$ cat config.mk
export PLATFORM = sky130hd
export DESIGN_NAME = nos_host_ctrl
export DESIGN_NICKNAME = d
export VERILOG_FILES = /design/src/core/nos_pkg.sv /design/src/core/nos_buf_if.sv /design/src/core/nos_host_ctrl.sv /design/src/core/nos_skid_buf.sv
export SDC_FILE = /design/constraint.sdc
export NUM_CORES = 1
export LEC_CHECK = 0
export ABC_CLOCK_PERIOD_IN_PS = 4600
export CORE_MARGIN = 1.5
export CORE_UTILIZATION = 64
export DETAILED_ROUTE_END_ITERATION = 10
export DONT_BUFFER_PORTS = 1
export GPL_TIMING_DRIVEN = 0
export PLACE_DENSITY_LB_ADDON = 0.08
export SLEW_MARGIN = 15
export SYNTH_ARGS = -nofsm -noshare
export SYNTH_HDL_FRONTEND = slang
export SYNTH_SLANG_ARGS = --single-unit
$ cat constraint.sdc
create_clock -name core_clk -period 4.6 [get_ports core_clk]
set_clock_uncertainty 0.1 [all_clocks]
set_input_delay 0.92 -clock core_clk [delete_from_list [all_inputs] [get_ports core_clk]]
set_output_delay 0.92 -clock core_clk [all_outputs]
set_load 0.05 [all_outputs]
$ cat src/core/nos_pkg.sv
// Package: constants for the NAND operation sequencer host controller.
// Assumes a 100 MHz core clock and an 8-bit multiplexed NAND device on the pins.
package nos_pkg;

   // ----------------------------------------------------------------
   // Clock and timing
   // ----------------------------------------------------------------
   localparam int CLK_PERIOD_NS              = 10;
   localparam int POWER_UP_WAIT_US           = 100;
   localparam int CELL_TO_REGISTER_TIME_US   = 25;
   localparam int PROGRAM_TIME_MAX_US        = 700;
   localparam int BLOCK_ERASE_TIME_MAX_MS    = 3;
   localparam int RESET_BUSY_MAX_US          = 500;
   localparam int WE_HIGH_TO_BUSY_NS         = 100;
   localparam int POWER_UP_CYCLES            = (POWER_UP_WAIT_US * 1000 + CLK_PERIOD_NS - 1)
                                               / CLK_PERIOD_NS;
   localparam int READ_TIMEOUT_CYCLES        = CELL_TO_REGISTER_TIME_US * 1000 / CLK_PERIOD_NS;
   localparam int PROGRAM_TIMEOUT_CYCLES     = PROGRAM_TIME_MAX_US * 1000 / CLK_PERIOD_NS;
   localparam int ERASE_TIMEOUT_CYCLES       = BLOCK_ERASE_TIME_MAX_MS * 1000000 / CLK_PERIOD_NS;
   localparam int RESET_TIMEOUT_CYCLES       = RESET_BUSY_MAX_US * 1000 / CLK_PERIOD_NS;
   localparam int BUSY_SETTLE_CYCLES         = (WE_HIGH_TO_BUSY_NS + CLK_PERIOD_NS - 1)
                                               / CLK_PERIOD_NS;

   // ----------------------------------------------------------------
   // Commands and fields
   // ----------------------------------------------------------------
   localparam logic [7:0] CMD_READ_SETUP    = 8'h00;
   localparam logic [7:0] CMD_READ_CONFIRM  = 8'h30;
   localparam logic [7:0] CMD_PROG_SETUP    = 8'h80;
   localparam logic [7:0] CMD_PROG_CONFIRM  = 8'h10;
   localparam logic [7:0] CMD_ERASE_SETUP   = 8'h60;
   localparam logic [7:0] CMD_ERASE_CONFIRM = 8'hd0;
   localparam logic [7:0] CMD_STATUS        = 8'h70;
   localparam logic [7:0] CMD_RESET         = 8'hff;
   localparam logic [7:0] ERASED_BYTE       = 8'hff;
   localparam int         STATUS_FAIL_BIT   = 0;
   localparam int         STATUS_READY_BIT  = 6;
   localparam int         ADDR_CYCLES_FULL  = 4;
   localparam int         ADDR_CYCLES_ROW   = 2;
   localparam int         PAGE_BYTES        = 2112;
   localparam int         PARTIAL_PROG_MAX  = 4;

   // Operation codes on the user request port
   typedef enum logic [1:0] {
      NOS_OP_READ  = 2'h0,
      NOS_OP_PROG  = 2'h1,
      NOS_OP_ERASE = 2'h2,
      NOS_OP_RESET = 2'h3
   } nos_op_t;

endpackage

$ cat src/core/nos_buf_if.sv
// Interface: valid/ready stream between the sequencer and its two-entry buffer.
// Assumes a single clock shared by both ends.
`timescale 1ns/1ps
interface nos_buf_if #(parameter int WIDTH = 8);
   logic             in_valid;
   logic             in_ready;
   logic [WIDTH-1:0] in_data;
   logic             out_valid;
   logic             out_ready;
   logic [WIDTH-1:0] out_data;
   modport buf_side (input in_valid, input in_data, output in_ready,
                     output out_valid, output out_data, input out_ready);
   modport user_side (output in_valid, output in_data, input in_ready,
                      input out_valid, input out_data, output out_ready);
endinterface // nos_buf_if

$ cat src/core/nos_host_ctrl.sv
// Module: host controller driving an 8-bit NAND flash through its pins.
// Assumes the pins are wired directly; ready_busy_n has a pull-up outside.
`timescale 1ns/1ps

module nos_host_ctrl #(
   parameter int POWER_UP_CYC = nos_pkg::POWER_UP_CYCLES,
   parameter int READ_TO_CYC  = nos_pkg::READ_TIMEOUT_CYCLES,
   parameter int PROG_TO_CYC  = nos_pkg::PROGRAM_TIMEOUT_CYCLES,
   parameter int ERASE_TO_CYC = nos_pkg::ERASE_TIMEOUT_CYCLES,
   parameter int RESET_TO_CYC = nos_pkg::RESET_TIMEOUT_CYCLES,
   parameter int BYTE_CNT     = nos_pkg::PAGE_BYTES
) (
   input  wire logic        core_clk,
   input  wire logic        nrst,
   // User request port
   input  wire logic        req_valid,
   output logic             req_ready,
   input  wire logic [1:0]  req_op,
   input  wire logic [27:0] req_addr,
   input  wire logic [11:0] req_len,
   input  wire logic        wr_valid,
   output logic             wr_ready,
   input  wire logic [7:0]  wr_data,
   output logic             rd_valid,
   input  wire logic        rd_ready,
   output logic [7:0]       rd_data,
   output logic             done,
   output logic             fail,
   output logic             timeout,
   output logic             part_limit_err,
   output logic             powered_up,
   // NAND pins
   output logic             command_latch_strobe,
   output logic             address_latch_strobe,
   output logic             chip_select_n,
   output logic             write_strobe_n,
   output logic             output_strobe_n,
   output logic             write_guard_n,
   input  wire logic        ready_busy_n,
   input  wire logic [7:0]  io_in,
   output logic [7:0]       io_out,
   output logic             io_oe_n
);
   initial begin
      if (POWER_UP_CYC < 1 || READ_TO_CYC < 1 || PROG_TO_CYC < 1 || ERASE_TO_CYC < 1 ||
          RESET_TO_CYC < 1 || BYTE_CNT < 1 || BYTE_CNT > 4095)
         $error("nos_host_ctrl: bad timing or length parameter");
   end

   // ----------------------------------------------------------------
   // Pin synchronisers
   // ----------------------------------------------------------------
   logic       rb_s1_reg, rb_s2_reg;
   logic [7:0] io_s1_reg, io_s2_reg;
   always_ff @(posedge core_clk or negedge nrst) begin
      if (!nrst) begin
         rb_s1_reg <= 1'b0;
         rb_s2_reg <= 1'b0;
         io_s1_reg <= 8'h00;
         io_s2_reg <= 8'h00;
      end else begin
         rb_s1_reg <= ready_busy_n;
         rb_s2_reg <= rb_s1_reg;
         io_s1_reg <= io_in;
         io_s2_reg <= io_s1_reg;
      end
   end

   // ----------------------------------------------------------------
   // Read buffer
   // ----------------------------------------------------------------
   nos_buf_if #(.WIDTH(8)) rbuf ();
   nos_skid_buf #(.WIDTH(8)) u_rbuf (
      .core_clk (core_clk),
      .nrst     (nrst),
      .bus      (rbuf)
   );
   assign rd_valid       = rbuf.out_valid;
   assign rd_data        = rbuf.out_data;
   assign rbuf.out_ready = rd_ready;

   // ----------------------------------------------------------------
   // Sequencer
   // ----------------------------------------------------------------
   typedef enum logic [3:0] {
      ST_POWER = 4'h0, ST_IDLE = 4'h1, ST_CMD1 = 4'h3, ST_ADDR = 4'h2,
      ST_DATA  = 4'h6, ST_CMD2 = 4'h7, ST_WAIT = 4'h5, ST_STCMD = 4'h4,
      ST_STRD  = 4'hc, ST_RDDAT = 4'hd, ST_DONE = 4'hf
   } nos_state_t;
   // Phase of one bus cycle: 0 set up, 1 strobe low, 2 write strobe high but read strobe still low, 3 hold
   nos_state_t  st_reg, st_next;
   logic [1:0]  ph_reg, ph_next;
   logic [1:0]  op_reg, op_next;
   logic [27:0] addr_reg, addr_next;
   logic [11:0] cnt_reg, cnt_next;
   logic [11:0] len_reg, len_next;
   logic [2:0]  acnt_reg, acnt_next;
   logic [31:0] tmr_reg, tmr_next;
   logic [7:0]  dout_reg, dout_next;
   logic [2:0]  nop_reg, nop_next;
   logic [27:0] last_page_reg, last_page_next;
   logic        fail_reg, fail_next, to_reg, to_next, done_reg, done_next;
   logic        perr_reg, perr_next, wg_reg, wg_next;
   // Timeout budget for the operation in flight
   function automatic logic [31:0] op_limit(input logic [1:0] op);
      case (op)
         nos_pkg::NOS_OP_READ:  op_limit = 32'(READ_TO_CYC);
         nos_pkg::NOS_OP_PROG:  op_limit = 32'(PROG_TO_CYC);
         nos_pkg::NOS_OP_ERASE: op_limit = 32'(ERASE_TO_CYC);
         default:               op_limit = 32'(RESET_TO_CYC);
      endcase
   endfunction
   // Address byte for a given cycle; erase sends row bytes only
   function automatic logic [7:0] addr_byte(input logic [27:0] a, input logic [2:0] i,
                                            input logic row_only);
      logic [2:0] k;
      k = row_only ? i + 3'h2 : i;
      case (k)
         3'h0:    addr_byte = a[7:0];
         3'h1:    addr_byte = {4'h0, a[11:8]};
         3'h2:    addr_byte = a[19:12];
         default: addr_byte = a[27:20];
      endcase
   endfunction
   logic is_erase;
   assign is_erase  = (op_reg == nos_pkg::NOS_OP_ERASE);
   assign req_ready = (st_reg == ST_IDLE);
   assign wr_ready  = (st_reg == ST_DATA) && (ph_reg == 2'h0);
   assign rbuf.in_valid = (st_reg == ST_RDDAT) && (ph_reg == 2'h3);
   assign rbuf.in_data  = io_s2_reg;
   // Next-state logic
   always_comb begin
      st_next = st_reg; ph_next = ph_reg; op_next = op_reg; addr_next = addr_reg;
      cnt_next = cnt_reg; len_next = len_reg; acnt_next = acnt_reg;
      tmr_next = tmr_reg + 32'h1; dout_next = dout_reg; nop_next = nop_reg;
      last_page_next = last_page_reg; fail_next = fail_reg; to_next = to_reg;
      done_next = 1'b0; perr_next = perr_reg; wg_next = wg_reg;
      case (st_reg)
         ST_POWER: begin
            wg_next = (tmr_reg >= 32'(POWER_UP_CYC));
            if (wg_next) st_next = ST_IDLE;
         end
         ST_IDLE: begin
            if (req_valid) begin
               op_next = req_op; addr_next = req_addr; len_next = req_len;
               fail_next = 1'b0; to_next = 1'b0; perr_next = 1'b0;
               acnt_next = 3'h0; cnt_next = 12'h0; ph_next = 2'h0;
               st_next = ST_CMD1;
               if (req_op == nos_pkg::NOS_OP_PROG) begin
                  // Fifth program of one page, or a page below the last in the same block, is refused
                  perr_next = (req_addr[27:12] == last_page_reg[27:12] &&
                               nop_reg >= 3'(nos_pkg::PARTIAL_PROG_MAX)) ||
                              (req_addr[27:18] == last_page_reg[27:18] &&
                               req_addr[17:12] < last_page_reg[17:12]);
                  if (perr_next) begin
                     done_next = 1'b1;
                     st_next   = ST_IDLE;
                  end else if (req_addr[27:12] == last_page_reg[27:12]) begin
                     nop_next = nop_reg + 3'h1;
                  end else begin
                     nop_next = 3'h1;
                     last_page_next = req_addr;
                  end
               end else if (req_op == nos_pkg::NOS_OP_ERASE &&
                            req_addr[27:18] == last_page_reg[27:18]) begin
                  nop_next = 3'h0;
                  last_page_next = 28'hfffffff;
               end
            end
         end
         ST_CMD1, ST_CMD2, ST_STCMD, ST_ADDR, ST_DATA, ST_STRD, ST_RDDAT: begin
            if (st_reg == ST_DATA && ph_reg == 2'h0 && !wr_valid) ph_next = 2'h0;
            else if (st_reg == ST_RDDAT && ph_reg == 2'h0 && !rbuf.in_ready) ph_next = 2'h0;
            else ph_next = ph_reg + 2'h1;
            if (ph_reg == 2'h0) begin
               case (st_reg)
                  ST_CMD1: case (op_reg)
                     nos_pkg::NOS_OP_READ:  dout_next = nos_pkg::CMD_READ_SETUP;
                     nos_pkg::NOS_OP_PROG:  dout_next = nos_pkg::CMD_PROG_SETUP;
                     nos_pkg::NOS_OP_ERASE: dout_next = nos_pkg::CMD_ERASE_SETUP;
                     default:               dout_next = nos_pkg::CMD_RESET;
                  endcase
                  ST_CMD2:  dout_next = is_erase ? nos_pkg::CMD_ERASE_CONFIRM :
                            (op_reg == nos_pkg::NOS_OP_PROG) ? nos_pkg::CMD_PROG_CONFIRM :
                            nos_pkg::CMD_READ_CONFIRM;
                  ST_STCMD: dout_next = nos_pkg::CMD_STATUS;
                  ST_ADDR:  dout_next = addr_byte(addr_reg, acnt_reg, is_erase);
                  ST_DATA:  dout_next = wr_data;
                  default:  dout_next = dout_reg;
               endcase
            end
            if (ph_reg == 2'h3) begin
               tmr_next = 32'h0;
               case (st_reg)
                  ST_CMD1: st_next = (op_reg == nos_pkg::NOS_OP_RESET) ? ST_WAIT : ST_ADDR;
                  ST_ADDR: begin
                     acnt_next = acnt_reg + 3'h1;
                     if (acnt_reg == 3'(is_erase ? nos_pkg::ADDR_CYCLES_ROW - 1 :
                                                   nos_pkg::ADDR_CYCLES_FULL - 1))
                        st_next = (op_reg == nos_pkg::NOS_OP_PROG) ? ST_DATA : ST_CMD2;
                  end
                  ST_DATA, ST_RDDAT: begin
                     cnt_next = cnt_reg + 12'h1;
                     if (cnt_reg + 12'h1 >= len_reg)
                        st_next = (st_reg == ST_DATA) ? ST_CMD2 : ST_DONE;
                  end
                  ST_CMD2:  st_next = ST_WAIT;
                  ST_STCMD: st_next = ST_STRD;
                  ST_STRD: begin
                     fail_next = io_s2_reg[nos_pkg::STATUS_FAIL_BIT];
                     st_next = ST_DONE;
                  end
                  default: st_next = st_reg;
               endcase
            end
         end
         ST_WAIT: begin
            // Skip the first cycles while ready_busy_n has not yet dropped
            if (tmr_reg > 32'(nos_pkg::BUSY_SETTLE_CYCLES + 2) && rb_s2_reg) begin
               ph_next = 2'h0; cnt_next = 12'h0;
               case (op_reg)
                  nos_pkg::NOS_OP_READ:  st_next = ST_RDDAT;
                  nos_pkg::NOS_OP_RESET: st_next = ST_DONE;
                  default:               st_next = ST_STCMD;
               endcase
            end else if (tmr_reg > op_limit(op_reg)) begin
               to_next = 1'b1;
               op_next = nos_pkg::NOS_OP_RESET;
               st_next = ST_CMD1;
            end
         end
         ST_DONE: begin
            done_next = 1'b1;
            st_next = ST_IDLE;
         end
         default: st_next = ST_IDLE;
      endcase
   end

   // Sequencer registers
   always_ff @(posedge core_clk or negedge nrst) begin
      if (!nrst) begin
         st_reg <= ST_POWER; ph_reg <= 2'h0; op_reg <= 2'h0; addr_reg <= 28'h0;
         cnt_reg <= 12'h0; len_reg <= 12'h0; acnt_reg <= 3'h0; tmr_reg <= 32'h0;
         dout_reg <= 8'h00; nop_reg <= 3'h0; last_page_reg <= 28'hfffffff;
         fail_reg <= 1'b0; to_reg <= 1'b0; done_reg <= 1'b0; perr_reg <= 1'b0;
         wg_reg <= 1'b0;
      end else begin
         st_reg <= st_next; ph_reg <= ph_next; op_reg <= op_next; addr_reg <= addr_next;
         cnt_reg <= cnt_next; len_reg <= len_next; acnt_reg <= acnt_next;
         tmr_reg <= tmr_next; dout_reg <= dout_next; nop_reg <= nop_next;
         last_page_reg <= last_page_next; fail_reg <= fail_next; to_reg <= to_next;
         done_reg <= done_next; perr_reg <= perr_next; wg_reg <= wg_next;
      end
   end

   // ----------------------------------------------------------------
   // Pin drive
   // ----------------------------------------------------------------
   logic wr_cycle, rd_cycle;
   assign wr_cycle = (st_reg == ST_CMD1) || (st_reg == ST_CMD2) || (st_reg == ST_STCMD) ||
                     (st_reg == ST_ADDR) || (st_reg == ST_DATA);
   assign rd_cycle = (st_reg == ST_STRD) || (st_reg == ST_RDDAT);
   // Latch strobes qualify the cycle type
   assign command_latch_strobe = (st_reg == ST_CMD1) || (st_reg == ST_CMD2) ||
                                 (st_reg == ST_STCMD);
   assign address_latch_strobe = (st_reg == ST_ADDR);
   assign chip_select_n   = !(wr_cycle || rd_cycle || st_reg == ST_WAIT);
   assign write_strobe_n  = !(wr_cycle && ph_reg == 2'h1);
   assign output_strobe_n = !(rd_cycle && (ph_reg == 2'h1 || ph_reg == 2'h2));
   assign write_guard_n   = wg_reg;
   assign io_out          = dout_reg;
   assign io_oe_n         = !wr_cycle;
   assign done            = done_reg;
   assign fail            = fail_reg;
   assign timeout         = to_reg;
   assign part_limit_err  = perr_reg;
   assign powered_up      = (st_reg != ST_POWER);
endmodule // nos_host_ctrl

$ cat src/core/nos_skid_buf.sv
// Module: two-entry buffer with valid/ready on both sides.
// Assumes one clock and the asynchronous active-low reset nrst.
`timescale 1ns/1ps
module nos_skid_buf #(
   parameter int WIDTH = 8
) (
   input  wire logic core_clk,
   input  wire logic nrst,
   nos_buf_if.buf_side bus
);
   // ----------------------------------------------------------------
   // Storage
   // ----------------------------------------------------------------
   logic [WIDTH-1:0] mem_reg [2];
   logic [WIDTH-1:0] mem_next [2];
   logic             wp_reg, wp_next, rp_reg, rp_next;
   logic [1:0]       cnt_reg, cnt_next;

   initial begin
      if (WIDTH < 1) $error("nos_skid_buf: WIDTH must be positive");
   end

   assign bus.in_ready  = (cnt_reg != 2'h2);
   assign bus.out_valid = (cnt_reg != 2'h0);
   assign bus.out_data  = mem_reg[rp_reg];

   // Pointer and count update
   always_comb begin
      logic push, pop;
      push = bus.in_valid && bus.in_ready;
      pop  = bus.out_valid && bus.out_ready;
      mem_next[0] = mem_reg[0];
      mem_next[1] = mem_reg[1];
      wp_next  = wp_reg;
      rp_next  = rp_reg;
      cnt_next = cnt_reg;
      if (push) begin
         mem_next[wp_reg] = bus.in_data;
         wp_next = ~wp_reg;
      end
      if (pop) rp_next = ~rp_reg;
      if (push && !pop) cnt_next = cnt_reg + 2'h1;
      else if (pop && !push) cnt_next = cnt_reg - 2'h1;
   end

   // Registers
   always_ff @(posedge core_clk or negedge nrst) begin
      if (!nrst) begin
         mem_reg[0] <= '0;
         mem_reg[1] <= '0;
         wp_reg  <= 1'b0;
         rp_reg  <= 1'b0;
         cnt_reg <= 2'h0;
      end else begin
         mem_reg[0] <= mem_next[0];
         mem_reg[1] <= mem_next[1];
         wp_reg  <= wp_next;
         rp_reg  <= rp_next;
         cnt_reg <= cnt_next;
      end
   end
endmodule // nos_skid_buf

# After elaboration in Yosys (flattened, before gate mapping)
# Index checks and enable logic that the tools add are counted.
# Widths: inputs -> output; s select.
# word_totals
elab_cells	215
inputBits	64
output_inout_bits	31
ff_bits	177
# op_classes
n_eq_ne	39
addsub	8
reduce_logical	57
n_bitwise	4
mux	73
order_cmp	9
# op_table
operator	n
$mux 32	4
$mux 28	4
$pmux 19 s3	1
$mux 12	4
$pmux 8 s3	2
$mux 8	5
$pmux 8 s5	1
$pmux 12 s3	1
$add 32x1->32 const B	1
$ge 32x14->1 const B	1
$gt 32x32->1	1
$gt 32x4->1 const B	1
$mux 4	8
$mux 3	9
$mux 2	12
$ne 2x2->1 const B	12
$pmux 4 s6	1
$bwmux 16	1
$eq 16x16->1	1
$eq 4x3->1 const B	4
$logic_and 1x1->1	16
$pmux 4 s4	1
$reduce_and 4->1	4
$add 12x1->12 const B	1
45 further kinds	94

# Longest topological paths before layout
# logic_depth
ltp_word	8
mapped_depth	12
mapped_depth_nobuf	12

# Hierarchy
# From an unflattened synthesis, not the netlist that was laid out.
# unflattened
cells_unflattened	876
area_unflattened_um2	8704.6
# modules_own_cells
module	area_per_inst_um2	seq_area_each_um2	n_inst	cells_each
nos_host_ctrl	7734.9	3648.5	1	816
nos_skid_buf	969.7	500.5	1	60

# Least setup slack after synthesis
# No wires, ideal clock.
# synth_timing
path_type	register to register
start	register cnt_reg[0]
end	register st_reg[2]
period_less_slack_ns	3.243
t_required_ns	4.374
setup_time_ns	0.126
setup_slack_ns	1.357
arrival_time_ns	3.016
path_buffers	0
stages_incl_launch_ff	13
path_cell_list	dfrtp_1 ha_1 nand3_1 or3b_2 nor2_1 xnor2_1 ha_1 and4_1 nor4b_1 a211oi_1 a211oi_4 o21ai_2 o32a_1
# synth_between
elab_chain_cells	4
# synth_lines
item	line_no	text
from (decl)	nos_host_ctrl.sv:95	logic [11:0] cnt_reg, cnt_next;
from (signal assigned)	nos_host_ctrl.sv:250	cnt_reg <= cnt_next; len_reg <= len_next; acnt_reg <= acnt_next;
$add 12x1->12	nos_host_ctrl.sv:204	if (cnt_reg + 12'h1 >= len_reg)
$ge 12x12->1	nos_host_ctrl.sv:204	
$ne 3x3->1 (no source line)	-	
$reduce_and 7->1 (no source line)	-	
to (signal assigned)	nos_host_ctrl.sv:249	st_reg <= st_next; ph_reg <= ph_next; op_reg <= op_next; addr_reg <= addr_next;
to (decl)	nos_host_ctrl.sv:91	nos_state_t st_reg, st_next;
# No other way between the ends.
# A chain may end at the register's enable or synchronous reset.

# Worst setup path in the final report
# Ends and elaborated chain as after synthesis.

==> results.sh <==
export IMPL_final_hold_viol_count=0
export IMPL_synth_edf_count=0
export IMPL_critPathCaptureType="flip-flop"
export IMPL_grt_pass1_vias=6844
export IMPL_stdcell_count=1126
export IMPL_io_buffer_count=0
export IMPL_routed_wl_um=20900
export IMPL_finalWorstSetupSlack_ns=0.772
export IMPL_setup_viol=0
export IMPL_vias_per_cell=6.03
export IMPL_syn2layout_area_growth_pct=8.83
export IMPL_io_pins=95
export IMPL_place_area_sq_um=9070
export IMPL_crit_path_frequent_cell="ha_1"
export IMPL_ctsHoldBuffers=0
export IMPL_firstDrtPassIters=5
export IMPL_path_class="flip-flop to flip-flop"
export IMPL_synth_top_area_cell="dfrtp_1"
export IMPL_dp_hpwl_um=15300
export IMPL_worstMarginPinSlew_ns=1.25
export IMPL_cts_tree="done"
export IMPL_fillCellCount=974
export IMPL_insertion_delay_ns=0.43
export IMPL_crit_path_top_delay_cell="or3b_2"
export IMPL_largest_register_ff_count=32
export IMPL_netlist_instances=915
export IMPL_drt_iter0_drc=472
export IMPL_hp_class="primary input to async pin"
export IMPL_async_flop_share_pct=100
export IMPL_rows=42
export IMPL_crit_path_start_kind="flip-flop"
export IMPL_htreeDepth=4
export IMPL_crit_path_cell_trace="ha_1 > nand3_1 > or3b_2 > nor2_1 > xnor2_1 > ha_1 > and4_1 > nor4b_1 > a211oi_1 > a211oi_4 > o21ai_2 > o32a_1"
export IMPL_final_nets=1043
export IMPL_crit_arrival_ns=4.04
export IMPL_path_clk_slew_ns=0.07
export IMPL_drive_gt1_share_pct=12.8
export IMPL_post_place_ws_ns=0.862
export IMPL_antenna_found_initial=1
export IMPL_cts_sinks=165
export IMPL_die_h_um=120
export IMPL_cellPowerDensity_nw_per_um2=635
export IMPL_syn_area_sq_um=8830
export IMPL_syn_area_per_cell_sq_um=9.65
export IMPL_ant_nets=0
export IMPL_yosysWarnings=0
export IMPL_post_route_util_pct=72.0
export IMPL_tns_ns=0
export IMPL_seq_area_frac_synth_pct=47.0
export IMPL_vias=6792
export IMPL_cp_required_ns=4.81
export IMPL_cts_setup_buffers=0
export IMPL_period_share_pct=83.2
export IMPL_worstPathMaxFanout=5
export IMPL_core_area_sq_um=13300
export IMPL_slew_limit_headroom_pct=16.6
export IMPL_final_cell_mix="nand2_1, dfrtp_1, nor2_1"
export IMPL_status="completed"
export IMPL_peakVddDrop_v=0.000359
export IMPL_final_area_sq_um=9610
export IMPL_drv_slew=0
export IMPL_cts_path_max_buffers=2
export IMPL_start_util_pct=66.1
export IMPL_rsz0062_at_grt="no"
export IMPL_ys_ff_latch=165
export IMPL_clock_fmax_mhz=261
export IMPL_synth_area_top_cells="dfrtp_1, nand2_1, ha_1"
export IMPL_die_x_um=120
export IMPL_clockRootBuffer="clkbuf_16"
export IMPL_grt_pass1_wl_um=33900
export IMPL_synth_flop_cell="dfrtp_1"
export IMPL_grt_max_degree=166
export IMPL_whs_ns=0.0824
export IMPL_overflow=0
export IMPL_maxCapViolCount=0
export IMPL_synth_top_area_share_pct=42.2
export IMPL_gp_congestion=0.912
export IMPL_synth_nets=1022
export IMPL_critPathMaxStageDelay_ns=0.55
export IMPL_grtUsageTotal_pct=30.1
export IMPL_cts_buffers_inserted=17
export IMPL_placed_cells=1093
export IMPL_power_leakage_nw=4.48
export IMPL_fin_total_pwr_mw=6.10
export IMPL_die_area_sq_um=14500
export IMPL_routedWlPerCell_um=18.6
export IMPL_drc=0
export IMPL_min_period_ns=3.83
export IMPL_ys_types=80
export IMPL_ctsResizeCount=0
## worst max-delay path, delay by kind of cell (launching register included)
| kind | cells | cell delay, ns |
|---|---|---|
| AO/OA/AOI/OAI | 4 | 1.09 |
| XOR/XNOR | 1 | 0.12 |
| adder cells (fa/ha/maj) | 2 | 0.56 |
| flip-flops | 1 | 0.45 |
| AND/OR/NAND/NOR | 5 | 1.40 |
## report_power, final
group	internal (mW)	switching, mW
Combinational	0.878	1.52
Sequential	1.91	0.490
Clock	0.721	0.579
Total	3.51	2.58
## cell families after synthesis
group / synth area share (%)
DFF: 47.0
muxes: 5.71
and+or+nand+nor: 20.1
AOI/OAI and AO/OA: 11.7
adders and majority gates: 6.21
xor gates and xnor gates: 5.26
buffers and inverters: 3.98
## layout make-up
| class | instances | area (sq um) | share of cell area [%] |
|---|---|---|---|
| multi-input combinational | 668 | 4330 | 45.1 |
| sequential | 165 | 4150 | 43.2 |
| clock buffer | 22 | 464 | 4.83 |
| tap | 176 | 220 | 2.29 |
| inverter | 49 | 189 | 1.97 |
| buffer | 33 | 163 | 1.69 |
| clock inverter | 10 | 72.6 | 0.756 |
| timing repair buffer | 2 | 15.0 | 0.156 |
| antenna | 1 | 2.50 | 0.0261 |
## Yosys cell counts, drive strengths merged, types with 3 or more instances
cell type,instances
nand4b,3
or2,4
nand2,149
and4,5
dfrtp,149
nor2b,9
mux2,35
nand3,25
o21a,3
o211ai,7
a31oi,18
o31ai,3
xor2,29
o21ai,38
and2,7
o32ai,3
a21oi,39
nand4,15
mux2i,11
and3,8
nor3,9
or2b,6
nand2b,12
clkbuf,13
nor2,89
xnor2,24
ha,43
nor4,12
inv,48
o2bb2ai,4
or3,5
nor4b,3
o221ai,3
a211oi,8
buf,20
o22ai,4
o21bai,3
dfstp,16
## routing by layer
metal	GRT usage, %	up-vias	wire [um]
met5	0	-	0
met4	13.2	0	694
met3	8.35	49	1340
met2	47.8	230	9750
met1	38.7	3305	9160
li1	-	3208	-
## worst paths after layout
path / slack (ns) / endpoint / from / cells after the start
worst max-delay path: 0.77 / st_reg[2]$_DFFE_PN0P_ / cnt_reg[0]$_DFFE_PN0P_ / 12
worst min-delay path: 0.08 / len_reg[1]$_DFFE_PN0P_ / nrst / 0
worst max register to register: 0.77 / st_reg[2]$_DFFE_PN0P_ / cnt_reg[0]$_DFFE_PN0P_ / 12
worst min register to register: 0.25 / rb_s2_reg$_DFF_PN0_ / rb_s1_reg$_DFF_PN0_ / 0
max in group asynchronous: 4.03 / last_page_reg[24]$_DFFE_PN1P_ / nrst / 0
min in group core_clk: 0.25 / rb_s2_reg$_DFF_PN0_ / rb_s1_reg$_DFF_PN0_ / 0
Note: power is estimated with default switching activity, not from simulation.
